[config.mk]
export PLATFORM = sky130hd
export DESIGN_NAME = sfp_top
export DESIGN_NICKNAME = d
export VERILOG_FILES = /design/src/include/sfp_pkg.sv /design/src/rtl/sfp_top.sv
export SDC_FILE = /design/constraint.sdc
export NUM_CORES = 1
export LEC_CHECK = 0
export BUFFER_PORTS_ARGS = -buffer_cell sky130_fd_sc_hd__buf_2
export CORE_ASPECT_RATIO = 1.5
export CORE_MARGIN = 4
export CORE_UTILIZATION = 40
export DETAILED_ROUTE_END_ITERATION = 16
export PLACE_DENSITY = 0.61
export SYNTH_ARGS = -nofsm -noshare
export SYNTH_HDL_FRONTEND = slang
export SYNTH_SLANG_ARGS = --single-unit
export TNS_END_PERCENT = 30
[constraint.sdc]
create_clock -name core_clk -period 2.74 [get_ports core_clk]
set_input_delay 0.411 -clock core_clk [delete_from_list [all_inputs] [get_ports core_clk]]
set_output_delay 0.411 -clock core_clk [all_outputs]
set_load 0.01 [all_outputs]
[src/include/sfp_pkg.sv]
// Shared constants and types for the serial flash pin control block.
// Assumes one core clock; pin inputs are asynchronous to it.
package sfp_pkg;
    localparam int WORD_W = 8;
    localparam int FIFO_DEPTH = 8;
    localparam logic [2:0] BIT_LAST = 3'h7;
    localparam logic [2:0] STEP_SINGLE = 3'h1;
    localparam logic [2:0] STEP_DUAL = 3'h2;
    localparam logic [7:0] IDLE_FILL = 8'hff;

    // Pin samples travel together through the synchroniser
    typedef struct packed {
        logic cs_n;
        logic sck;
        logic si;
        logic wp_n;
        logic hold_n;
    } sfp_pins_t;

    // Chip select reads as low at reset so a low pin is no falling edge
    localparam sfp_pins_t PINS_RST = 5'h03;

    typedef enum logic [1:0] {
        SFP_IDLE = 2'b00,
        SFP_ACTIVE = 2'b01,
        SFP_PAUSED = 2'b10
    } sfp_mode_t;

    typedef struct packed {
        sfp_pins_t s1;
        sfp_pins_t s2;
        sfp_pins_t s3;
        sfp_mode_t mode;
        logic armed;
        logic [2:0] in_cnt;
        logic [7:0] in_sh;
        logic pend;
        logic [7:0] pend_data;
        logic overrun;
        logic [2:0] out_cnt;
        logic [7:0] out_sh;
        logic out_live;
        logic dual_r;
        logic io0_o;
        logic io1_o;
        logic oe0_n;
        logic oe1_n;
        logic wp_lock;
    } sfp_state_t;

    localparam sfp_state_t STATE_RST = '{
        s1: PINS_RST, s2: PINS_RST, s3: PINS_RST, mode: SFP_IDLE,
        armed: 1'b0, in_cnt: 3'h0, in_sh: 8'h00, pend: 1'b0,
        pend_data: 8'h00, overrun: 1'b0, out_cnt: 3'h0, out_sh: 8'h00,
        out_live: 1'b0, dual_r: 1'b0, io0_o: 1'b0, io1_o: 1'b0,
        oe0_n: 1'b1, oe1_n: 1'b1, wp_lock: 1'b0};
endpackage : sfp_pkg

[src/rtl/sfp_top.sv]
// Pin-level control of a serial flash SPI port plus its receive FIFO.
// Assumes pins are asynchronous to core_clk and sck is far slower.
`timescale 1ns/1ps

module sfp_fifo #(
    parameter int W = sfp_pkg::WORD_W,
    parameter int D = sfp_pkg::FIFO_DEPTH
) (
    input wire logic core_clk,
    input wire logic resetn,
    input wire logic [W-1:0] in_data,
    input wire logic in_valid,
    output logic in_ready,
    output logic [W-1:0] out_data,
    output logic out_valid,
    input wire logic out_ready
);
    localparam int AW = $clog2(D);
    localparam logic [AW:0] FULL = (AW+1)'(D);
    localparam logic [AW-1:0] LAST = AW'(D - 1);

    typedef struct packed {
        logic [D-1:0][W-1:0] mem;
        logic [AW-1:0] wr;
        logic [AW-1:0] rd;
        logic [AW:0] cnt;
    } sfp_fifo_t;

    sfp_fifo_t st;
    sfp_fifo_t next_st;
    logic push;
    logic pop;

    function automatic logic [AW-1:0] sfp_wrap(input logic [AW-1:0] p);
        sfp_wrap = (p == LAST) ? '0 : p + 1'b1;
    endfunction : sfp_wrap

    // Honest flags straight from the count
    assign in_ready = (st.cnt != FULL);
    assign out_valid = (st.cnt != '0);
    assign out_data = st.mem[st.rd];
    assign push = in_valid & in_ready;
    assign pop = out_valid & out_ready;

    // Pointer and count update
    always_comb begin
        next_st = st;
        if (push) begin
            next_st.mem[st.wr] = in_data;
            next_st.wr = sfp_wrap(st.wr);
        end
        if (pop) begin
            next_st.rd = sfp_wrap(st.rd);
        end
        if (push && !pop) begin
            next_st.cnt = st.cnt + 1'b1;
        end else if (pop && !push) begin
            next_st.cnt = st.cnt - 1'b1;
        end
    end

    always_ff @(posedge core_clk) begin
        if (!resetn) begin
            st <= '0;
        end else begin
            st <= next_st;
        end
    end
endmodule : sfp_fifo

module sfp_top (
    input wire logic core_clk,
    input wire logic resetn,
    input wire logic cs_n,
    input wire logic sck,
    input wire logic io0_in,
    output logic io0_out,
    output logic io0_oe_n,
    output logic io1_out,
    output logic io1_oe_n,
    input wire logic io2_in,
    input wire logic io3_in,
    input wire logic tx_enable,
    input wire logic dual_read,
    input wire logic [7:0] tx_data,
    input wire logic tx_valid,
    output logic tx_ready,
    output logic [7:0] rx_data,
    output logic rx_valid,
    input wire logic rx_ready,
    output logic rx_overrun,
    input wire logic quad_lane_enable,
    input wire logic [1:0] status_lock_bits,
    input wire logic protect_level_bit2,
    input wire logic protect_level_bit1,
    input wire logic protect_level_bit0,
    output logic status_write_ok,
    output logic array_hw_locked,
    output logic selected,
    output logic paused,
    output logic armed
);
    sfp_pkg::sfp_state_t st;
    sfp_pkg::sfp_state_t next_st;
    sfp_pkg::sfp_pins_t pins;
    logic cs_s;
    logic sck_s;
    logic sck_rise;
    logic sck_fall;
    logic cs_fall;
    logic hold_fall;
    logic hold_rise;
    logic active;
    logic in_step;
    logic out_step;
    logic fifo_ready;
    logic [7:0] word;
    logic [7:0] in_next;

    function automatic logic sfp_edge(input logic now, input logic was, input logic up);
        sfp_edge = up ? (now & ~was) : (~now & was);
    endfunction : sfp_edge

    // Edges come from the second and third stages; stage one feeds stage two only
    assign pins = '{cs_n: cs_n, sck: sck, si: io0_in, wp_n: io2_in, hold_n: io3_in};
    assign cs_s = st.s2.cs_n;
    assign sck_s = st.s2.sck;
    assign sck_rise = sfp_edge(st.s2.sck, st.s3.sck, 1'b1);
    assign sck_fall = sfp_edge(st.s2.sck, st.s3.sck, 1'b0);
    assign cs_fall = sfp_edge(st.s2.cs_n, st.s3.cs_n, 1'b0);
    assign hold_fall = sfp_edge(st.s2.hold_n, st.s3.hold_n, 1'b0);
    assign hold_rise = sfp_edge(st.s2.hold_n, st.s3.hold_n, 1'b1);

    // A pause that begins this cycle suppresses the shift
    assign active = (st.mode == sfp_pkg::SFP_ACTIVE) && !cs_s;
    assign in_step = active && sck_rise && !st.dual_r;
    assign out_step = active && sck_fall && tx_enable && !hold_fall;
    assign tx_ready = out_step && (st.out_cnt == 3'h0);
    assign word = (st.out_cnt != 3'h0) ? st.out_sh : (tx_valid ? tx_data : sfp_pkg::IDLE_FILL);
    assign in_next = {st.in_sh[6:0], st.s2.si};

    sfp_fifo #(
        .W(sfp_pkg::WORD_W),
        .D(sfp_pkg::FIFO_DEPTH)
    ) u_fifo (
        .core_clk(core_clk),
        .resetn(resetn),
        .in_data(st.pend_data),
        .in_valid(st.pend),
        .in_ready(fifo_ready),
        .out_data(rx_data),
        .out_valid(rx_valid),
        .out_ready(rx_ready)
    );

    // Whole interface state: one copy built here, registered below
    always_comb begin
        next_st = st;
        next_st.s1 = pins;
        next_st.s2 = st.s1;
        next_st.s3 = st.s2;
        // Pin low is asserted; lost when the pin serves as a data lane
        next_st.wp_lock = !st.s2.wp_n && status_lock_bits[0] && !quad_lane_enable;
        if (st.pend && fifo_ready) begin
            next_st.pend = 1'b0;
        end
        case (st.mode)
            sfp_pkg::SFP_IDLE: begin
                // Only a real falling edge arms decoding
                if (cs_fall) begin
                    next_st.mode = sfp_pkg::SFP_ACTIVE;
                    next_st.armed = 1'b1;
                    next_st.overrun = 1'b0;
                end
            end
            sfp_pkg::SFP_ACTIVE: begin
                next_st.dual_r = dual_read;
                if (hold_fall && !sck_s && !cs_s) begin
                    next_st.mode = sfp_pkg::SFP_PAUSED;
                end
                if (in_step) begin
                    next_st.in_sh = in_next;
                    next_st.in_cnt = st.in_cnt + 1'b1;
                    if (st.in_cnt == sfp_pkg::BIT_LAST) begin
                        // A byte still waiting on a full FIFO is overwritten
                        if (st.pend && !fifo_ready) begin
                            next_st.overrun = 1'b1;
                        end
                        next_st.pend = 1'b1;
                        next_st.pend_data = in_next;
                    end
                end
                if (!tx_enable) begin
                    next_st.out_live = 1'b0;
                    next_st.out_cnt = 3'h0;
                end else if (out_step) begin
                    next_st.out_live = 1'b1;
                    next_st.io1_o = word[7];
                    if (st.dual_r) begin
                        next_st.io0_o = word[6];
                        next_st.out_sh = {word[5:0], 2'b00};
                        next_st.out_cnt = st.out_cnt + sfp_pkg::STEP_DUAL;
                    end else begin
                        next_st.out_sh = {word[6:0], 1'b0};
                        next_st.out_cnt = st.out_cnt + sfp_pkg::STEP_SINGLE;
                    end
                end
            end
            sfp_pkg::SFP_PAUSED: begin
                // Clock and input ignored; counters and shifters kept
                if (hold_rise && !sck_s) begin
                    next_st.mode = sfp_pkg::SFP_ACTIVE;
                end
            end
            default: begin
                next_st.mode = sfp_pkg::SFP_IDLE;
            end
        endcase
        // Deselect wins over everything, including a pause in progress
        if (cs_s) begin
            next_st.mode = sfp_pkg::SFP_IDLE;
            next_st.in_cnt = 3'h0;
            next_st.out_cnt = 3'h0;
            next_st.out_live = 1'b0;
            next_st.dual_r = 1'b0;
        end
        // Enables follow the next mode so they are never a cycle late
        next_st.oe1_n = !(next_st.mode == sfp_pkg::SFP_ACTIVE && next_st.out_live);
        next_st.oe0_n = !(next_st.mode == sfp_pkg::SFP_ACTIVE && next_st.out_live
            && next_st.dual_r);
    end

    always_ff @(posedge core_clk) begin
        if (!resetn) begin
            st <= sfp_pkg::STATE_RST;
        end else begin
            st <= next_st;
        end
    end

    assign io0_out = st.io0_o;
    assign io1_out = st.io1_o;
    assign io0_oe_n = st.oe0_n;
    assign io1_oe_n = st.oe1_n;
    assign rx_overrun = st.overrun;
    assign status_write_ok = !st.wp_lock;
    assign array_hw_locked = st.wp_lock
        && (protect_level_bit2 || protect_level_bit1 || protect_level_bit0);
    assign selected = (st.mode != sfp_pkg::SFP_IDLE);
    assign paused = (st.mode == sfp_pkg::SFP_PAUSED);
    assign armed = st.armed;
endmodule : sfp_top

==> results of run 1 <==
-- through the flow --
step / setup slack [ns] / hold WS, ns / std cells / total power (µW)
after global routing: 0.0257 / 0.143 / 768 / 4830
after global placement: 0.306 / 0.375 / 736 / 2360
final: 0.200 / 0.156 / 768 / 4630
after floorplan: 0.309 / 0.372 / 552 / 2260
after CTS: 0.117 / 0.136 / 768 / 4690
after detailed placement: 0.131 / 0.397 / 736 / 2380
-- sequential cells by signal, indices dropped and copies added, names as in the netlist --
register	count
rx_overrun	1
io1_out	1
next_st	7
io0_oe_n	1
io0_out	1
sck_s	1
st	30
u_fifo.st	74
cs_s	1
in_next	8
armed	1
io1_oe_n	1
-- layer usage --
layer	share of wire (%)	vias to the layer above	wire length, µm
li1	-	2013	-
met5	0	-	0
met4	1.8	0	220
met2	51	88	6050
met3	4.7	20	562
met1	43	2007	5130
-- repair_timing --
item,CTS,global route
endpoints found under the setup margin,0,1
hold endpoints to repair,0,0
gates resized for setup,0,2
-- critical path, cell delays in order, from the launching register on --
cell      delay (ns)
dfxtp_1         0.37
or4_1           0.63
nand2_2         0.15
ha_1            0.17
inv_1           0.09
ha_1            0.33
a21oi_1         0.18
a211oi_1        0.10
a31oi_1         0.20
mux2i_1         0.24
-- cell families (layout without fill, tap and decap cells) --
family	after synthesis	after routing
buffers and inverters	40	94
xor gates and xnor gates	3	3
AOI/OAI and AO/OA	60	60
DFF	127	127
adders and majority gates	12	12
muxes	100	100
and+or+nand+nor	210	210
-- how the worst max path moves through the flow --
stage,from,endpoint,slack [ns],depth (start not counted)
final,u_fifo.st[0],u_fifo.st[3],0.20,9
after CTS,u_fifo.st[0],u_fifo.st[3],0.12,10
after global routing,u_fifo.st[0],u_fifo.st[3],0.03,9
after detailed placement,u_fifo.st[0],u_fifo.st[3],0.13,10
after global placement,u_fifo.st[0],u_fifo.st[3],0.31,9
after floorplan,u_fifo.st[0],u_fifo.st[3],0.31,10
-- area by class of cell --
cell class / count / share of cell area [%]
Clock inverter: 15 / 2.68
Tap cell: 162 / 3.08
Inverter: 6 / 0.343
Timing Repair Buffer: 56 / 4.99
Sequential cell: 127 / 38.7
Multi-Input combinational cell: 385 / 43.7
Clock buffer: 17 / 6.47
-- power breakdown --
group	total (µW)	internal (µW)	switching [µW]	leakage, µW
sequential	1920	1880	36.1	0.00103
clock	2290	1370	921	0.000295
combinational	422	190	232	0.00137
-- cells in the mapped netlist (all sizes together), types with 2 or more instances --
library cell / number
nor2: 13
xnor2: 2
ha: 11
dfxtp: 127
buf: 6
nor3b: 2
nand3b: 4
clkbuf: 28
or4: 2
mux4: 16
nor2b: 28
or3b: 3
or2: 2
nor3: 4
nand4b: 2
nor4b: 3
nand2b: 19
a21oi: 6
or3: 5
mux2: 8
a31oi: 4
o21ai: 26
mux2i: 76
nand3: 23
nand2: 83
a211oi: 2
o221a: 4
inv: 6
o21a: 4
nor4: 2
and2: 12
a21boi: 8
==> results.md, run 1 <==
* Multi-input logic area at 2880 µm²
* TritonCTS Buffers at 17
* Post-layout min period at 2.54 ns
* FF-to-FF End: u_fifo.st[3]
* CTS Sinks at 127
* Most crowded layer after global routing: met2
* Synth top area share at 45.7%
* Reg2reg start: u_fifo.st[0]
* Commonest non-fill, non-tap cell in the layout: dfxtp_1
* CP arrival at 2.87 ns
* Area share of fa/ha/maj cells after synthesis at 2.83%
* Critical path capture point type: flip-flop
* Endpoints failing setup at 0
* Worst Path Required at 3.07 ns
* Commonest non-fill, non-tap cells in the layout: dfxtp_1, nand2_1, mux2i_1, buf_2, nor2b_1
* DR pass1 iterations at 4
* Max-slew headroom at 54.4%
* Final core occ at 48.3%
* Seq cells post-synth at 127
* Clock transition at path regs at 0.06 ns
* Area grow syn2layout at 18.1%
* Worst-Skew Late Latency at 0.42 ns
* RSZ-0062 raised after global routing: false
* Simple-gate portion of the synthesized area at 19.6%
* Total gr overflow at 0
* Fill count at 1246
* Htree depth at 4
* VDD IR max at 0.000329 V
* CTS max path bufs at 2
* Setup Buffers After CTS at 0
* I/O pin total at 45
* DR vias at 4128
* Die Y at 152 µm
* FMAX at 394 MHz
* Top cells by area, synth: dfxtp_1, mux2i_1, mux4_2, nand2_1, nor2b_1
* Cell taking the most area after synthesis: dfxtp_1
* IO Port Bufs at 43
* Initial antenna violation count at 0
* Hold Crit Depth at 2
* CTS tree: built
* Hold path startpoint: quad_lane_enable
* Worst min-delay path class: in2reg
* Post-route setup TNS at 0 ns
* Core area at 13600 µm²
* Hold Fails Final Rpt at 0
* Area of the mapped netlist at 5560 µm²
* Max-slew violations at 0
* Sequential Area at 2540 µm²
* Starting Density at 40.9%
* Slew @ Worst Pin at 0.680 ns
* Register-to-Register Path Depth at 9
* Final Cell Area at 6570 µm²
* DRT Wirelength at 12000 µm
* DP Area at 5960 µm²
* Share of post-route cells with drive strength above 1 at 20.3%
* Die footprint at 15900 µm²
* DRC errors left at 0
* Mapped Avg Cell Area at 10.1 µm²
* Diodes inserted at 0
* Ys async rst share at 0%
* EDFF count, synth at 0
* Post-DP HPWL at 8070 µm
* Status: finished clean
* CTS Hold Bufs at 0
* Power density over the cells at 705 nW/µm²
* Reg-to-reg slack, setup at 0.20 ns
* WL/cell at 15.6 µm
* GRT Overall Usage at 15.4%
* Iter 0 DRT Violations at 160
* Leak at 0.00269 µW
* Largest net degree at the start of global routing at 112
* Compound-Gate Fraction of Synth Area at 6.88%
* Nets@finish at 630
* Clock root buffer: clkbuf_16
* Crit-path max FO at 5
* GP Congestion at 0.784
* GR Layer Usage met3 at 4.62%
* DR vias/cell at 5.38
* Met1 usage at 18.0%
* Global Route met2 Usage at 26.1%
* Crit path launch type: flip-flop
* Worst Hold Endpoint: st[0]
* Top FF cell, synth: dfxtp_1
* Die Width at 104 µm
* Crit Path Category: reg2reg
* Xor and xnor area share after synthesis at 0.472%
* Sequential area share after synthesis at 45.7%
* Vias in the first global route at 4112
* Global-route wire length before repair at 19800 µm
* Post-route antenna net violation count at 0
* Distinct cell type count of the synthesized netlist at 50
* Fin Clk Skew at 0.00856 ns
* Final worst-path cycle share at 92.7%
* MaxCap Viol Count at 0
* Mux cell area share after synthesis at 21.8%
* Synth Instances at 552
* Largest family of logic cells by synthesized area: multiplexers
* Syn nets at 589
* Syn. warnings at 0
* Site Rows at 52
(Power assumes the default switching activity.)
==> run 2, diff against run 1 <==
--- a/config.mk
+++ b/config.mk
@@ -5,6 +5,7 @@
 export SDC_FILE = /design/constraint.sdc
 export NUM_CORES = 1
 export LEC_CHECK = 0
+export ABC_AREA = 1
 export BUFFER_PORTS_ARGS = -buffer_cell sky130_fd_sc_hd__buf_2
 export CORE_ASPECT_RATIO = 1.5
 export CORE_MARGIN = 4
==> run 2 against run 1 <==
Against the previous run:
- utilization is 0.84 points lower
- via count is 28% higher
- synthesized area is 4.3% higher
- critical path type is now reg2out
- critical endpoint is now rx_data[5]
==> results.md, run 2 <==
* Syn nets at 851 (+44%)
* Crit-path cells: inv_1, buf_4, o21ai_0, o22ai_1, nand2_1, nand2_1, buf_2
* CTS Sinks at 127 (unchanged)
* Final hold slack at 0.144 ns (-0.0118 ns)
* Starting Density at 41.1% (+0.17 points)
* Hold Fails Final Rpt at 0 (unchanged)
* Crit-path max FO at 13 (+8)
* Commonest non-fill, non-tap cells in the layout: nand2_1, dfxtp_1, nor2_1, nand3_1, a21oi_1
* Worst-Skew Late Latency at 0.42 ns (about the same)
* Mapped Avg Cell Area at 7.13 µm² (-29%)
* Seq cells post-synth at 127 (unchanged)
* FMAX at 438 MHz (+11%)
* Setup Buffers After CTS at 0 (unchanged)
* Critical path capture point type: output pin
* WL/cell at 14.1 µm (-9.2%)
* DR vias at 5298 (+28%)
* MaxCap Viol Count at 0 (unchanged)
* GRT Overall Usage at 18.6% (+3.2 points)
* Global-route wire length before repair at 24300 µm (+23%)
* Area of the mapped netlist at 5800 µm² (+4.3%)
* Finished Layout Cells at 1044 (+36%)
* Ys async rst share at 0% (unchanged)
* Clock transition at path regs at 0.06 ns (about the same)
* EDFF count, synth at 0 (unchanged)
* Fin Clk Skew at 0.00708 ns (-0.00148 ns)
* DP Area at 6100 µm² (+2.4%)
* Synth top cells by count: nand2_1, dfxtp_1, nor2_1
* Die Width at 106 µm (+2.0%)
* CTS max path bufs at 2 (unchanged)
* Top FF cell, synth: dfxtp_1
* CTS tree: built
* Status: finished clean
* Endpoints failing setup at 0 (unchanged)
* Crit Path Category: reg2out
* Count leader, synth: nand2_1
* IO Port Bufs at 43 (unchanged)
* CP arrival at 1.87 ns (-1.00 ns)
* I/O pin total at 45 (unchanged)
* Hold Crit Depth at 2 (unchanged)
* Max-slew headroom at 55.6% (+1.1 points)
* Most flops, register: u_fifo.st
* Worst min-delay path class: in2reg
* Max-slew violations at 0 (unchanged)
* Crit path largest cell delay at 0.30 ns (-0.33 ns)
* Synth Instances at 814 (+47%)
* RSZ-0062 raised after global routing: false
* Clock root buffer: clkbuf_16
* Final Cell Area at 6710 µm² (+2.1%)
* Leak at 0.00275 µW (+2.3%)
* Sequential area share after synthesis at 43.8% (-1.9 points)
* Vias in the first global route at 4855 (+18%)
* CTS Hold Bufs at 0 (unchanged)
* Cell taking the most area after synthesis: dfxtp_1
* Post-layout min period at 2.28 ns (-0.256 ns)
* Post-cts sizing count at 0 (unchanged)
* FF-to-FF End: u_fifo.st[3]
* Register-to-Register Path Depth at 14 (+5)
* Sequential Area at 2540 µm² (unchanged)
* Hold path startpoint: quad_lane_enable
* Slew @ Worst Pin at 0.666 ns (-0.0134 ns)
* Total power at 5550 µW (+20%)
* Initial antenna violation count at 0 (unchanged)
* Die Y at 156 µm (+2.0%)
* Worst Hold Endpoint: st[0]
* Fill count at 1498 (+20%)
* Commonest non-fill, non-tap cell in the layout: nand2_1
* Total gr overflow at 0 (unchanged)
* Largest register FFs at 74 (unchanged)
* DR pass1 iterations at 5 (+1)
* Nets@finish at 878 (+39%)
* Distinct cell type count of the synthesized netlist at 32 (-36%)
* Top cell by count, worst path: nand2_1
* GP Congestion at 0.813 (+3.7%)
* Multi-input logic area at 2830 µm² (-1.5%)
* Largest net degree at the start of global routing at 72 (-36%)
* Core area at 14100 µm² (+3.9%)
* Iter 0 DRT Violations at 249 (+56%)
* Diodes inserted at 0 (unchanged)
* DRT Wirelength at 14800 µm (+23%)
* Reg2reg start: u_fifo.st[0]
* DRC errors left at 0 (unchanged)
* Top cells by area, synth: dfxtp_1, nand2_1, nor2_1, nand3_1, a21oi_1
* Post-route antenna net violation count at 0 (unchanged)
* Post-DP HPWL at 9750 µm (+21%)
* Final worst-path cycle share at 83.3% (-9.4 points)
* Synth top area share at 43.8% (-1.9 points)
* Worst path slowest cell: dfxtp_1
* Area grow syn2layout at 15.6%
* Post-route setup TNS at 0 ns (unchanged)
* Die footprint at 16500 µm² (+4.0%)
* Syn. warnings at 0 (unchanged)
* Dpl cells at 1014 (+38%)
* Crit path launch type: flip-flop
* VDD IR max at 0.000331 V (+0.43%)
* Power density over the cells at 827 nW/µm² (+17%)
* Worst Path Required at 2.33 ns (-0.74 ns)
* Reg-to-reg slack, setup at 0.63 ns (+0.43 ns)
* TritonCTS Buffers at 17 (unchanged)
* Share of post-route cells with drive strength above 1 at 12.9% (-7.4 points)
* DR vias/cell at 5.07 (-5.6%)
* Htree depth at 4 (unchanged)
* Site Rows at 53 (+1.9%)
## run 2: cell count changes in the layout (fill, tap and decap cells not counted), moves of 42 or more
cell     change
nor2_1     +105
nand3_1     +64
nand2_1     +85
a21oi_1     +78
mux2i_1     -76
inv_1       +42
## run 2: worst max-delay path, delay by kind of cell (launching register included)
family | cells | cell delay, ns
buffers and inverters | 3 | 0.67
AO/OA/AOI/OAI | 2 | 0.35
flip-flops | 1 | 0.30
AND/OR/NAND/NOR | 2 | 0.14
## run 2: cell families after synthesis
family          Yosys count  synth area share, %
simple gates            405                 30.6
compound gates          170                 15.1
flops                   127                 43.8
buf+inv                  97                 7.40
fa+ha+maj                12                 2.72
xor+xnor                  3                0.453
## run 2: area by class of cell
type | count | share of cell area, %
well taps | 192 | 3.58
flip-flops and latches | 127 | 37.9
inverters | 54 | 3.02
clock buffers | 21 | 7.01
repair buffers | 51 | 4.29
clock inverters | 9 | 2.00
multi-input cells | 590 | 42.2
## run 2: power breakdown
part           internal [µW]  total [µW]  leakage, µW  switching [µW]
Sequential              1910        2000      0.00103            92.0
Clock                   1490        2310     0.000295             820
Combinational            437        1240      0.00143             800
## run 2: through the flow
stage,setup WS (ns),utilization (%)
floorplan,0.670,-
global placement,0.669,43.2
detailed placement,0.647,43.2
CTS,0.460,47.5
global route,0.326,47.5
finish,0.457,47.5
## run 2: worst max path at each step
stage	startpoint	to	slack, ns	cells past startpoint
2_1_floorplan	u_fifo.st[0]	u_fifo.st[3]	0.67	15
3_3_place_gp	u_fifo.st[0]	u_fifo.st[3]	0.67	14
3_5_place_dp	u_fifo.st[0]	u_fifo.st[3]	0.65	14
4_1_cts	u_fifo.st[4]	rx_data[5]	0.46	7
5_1_grt	u_fifo.st[4]	rx_data[5]	0.33	7
6_report	u_fifo.st[4]	rx_data[5]	0.46	7
## run 2: per-layer routing
layer / share of wire (%) / GRT usage (%) / up-vias
met5: 0 / 0 / -
met4: 3.1 / 9.32 / 0
met3: 4.9 / 4.69 / 32
met2: 51 / 31.9 / 141
met1: 41 / 21.3 / 2399
li1: - / - / 2726
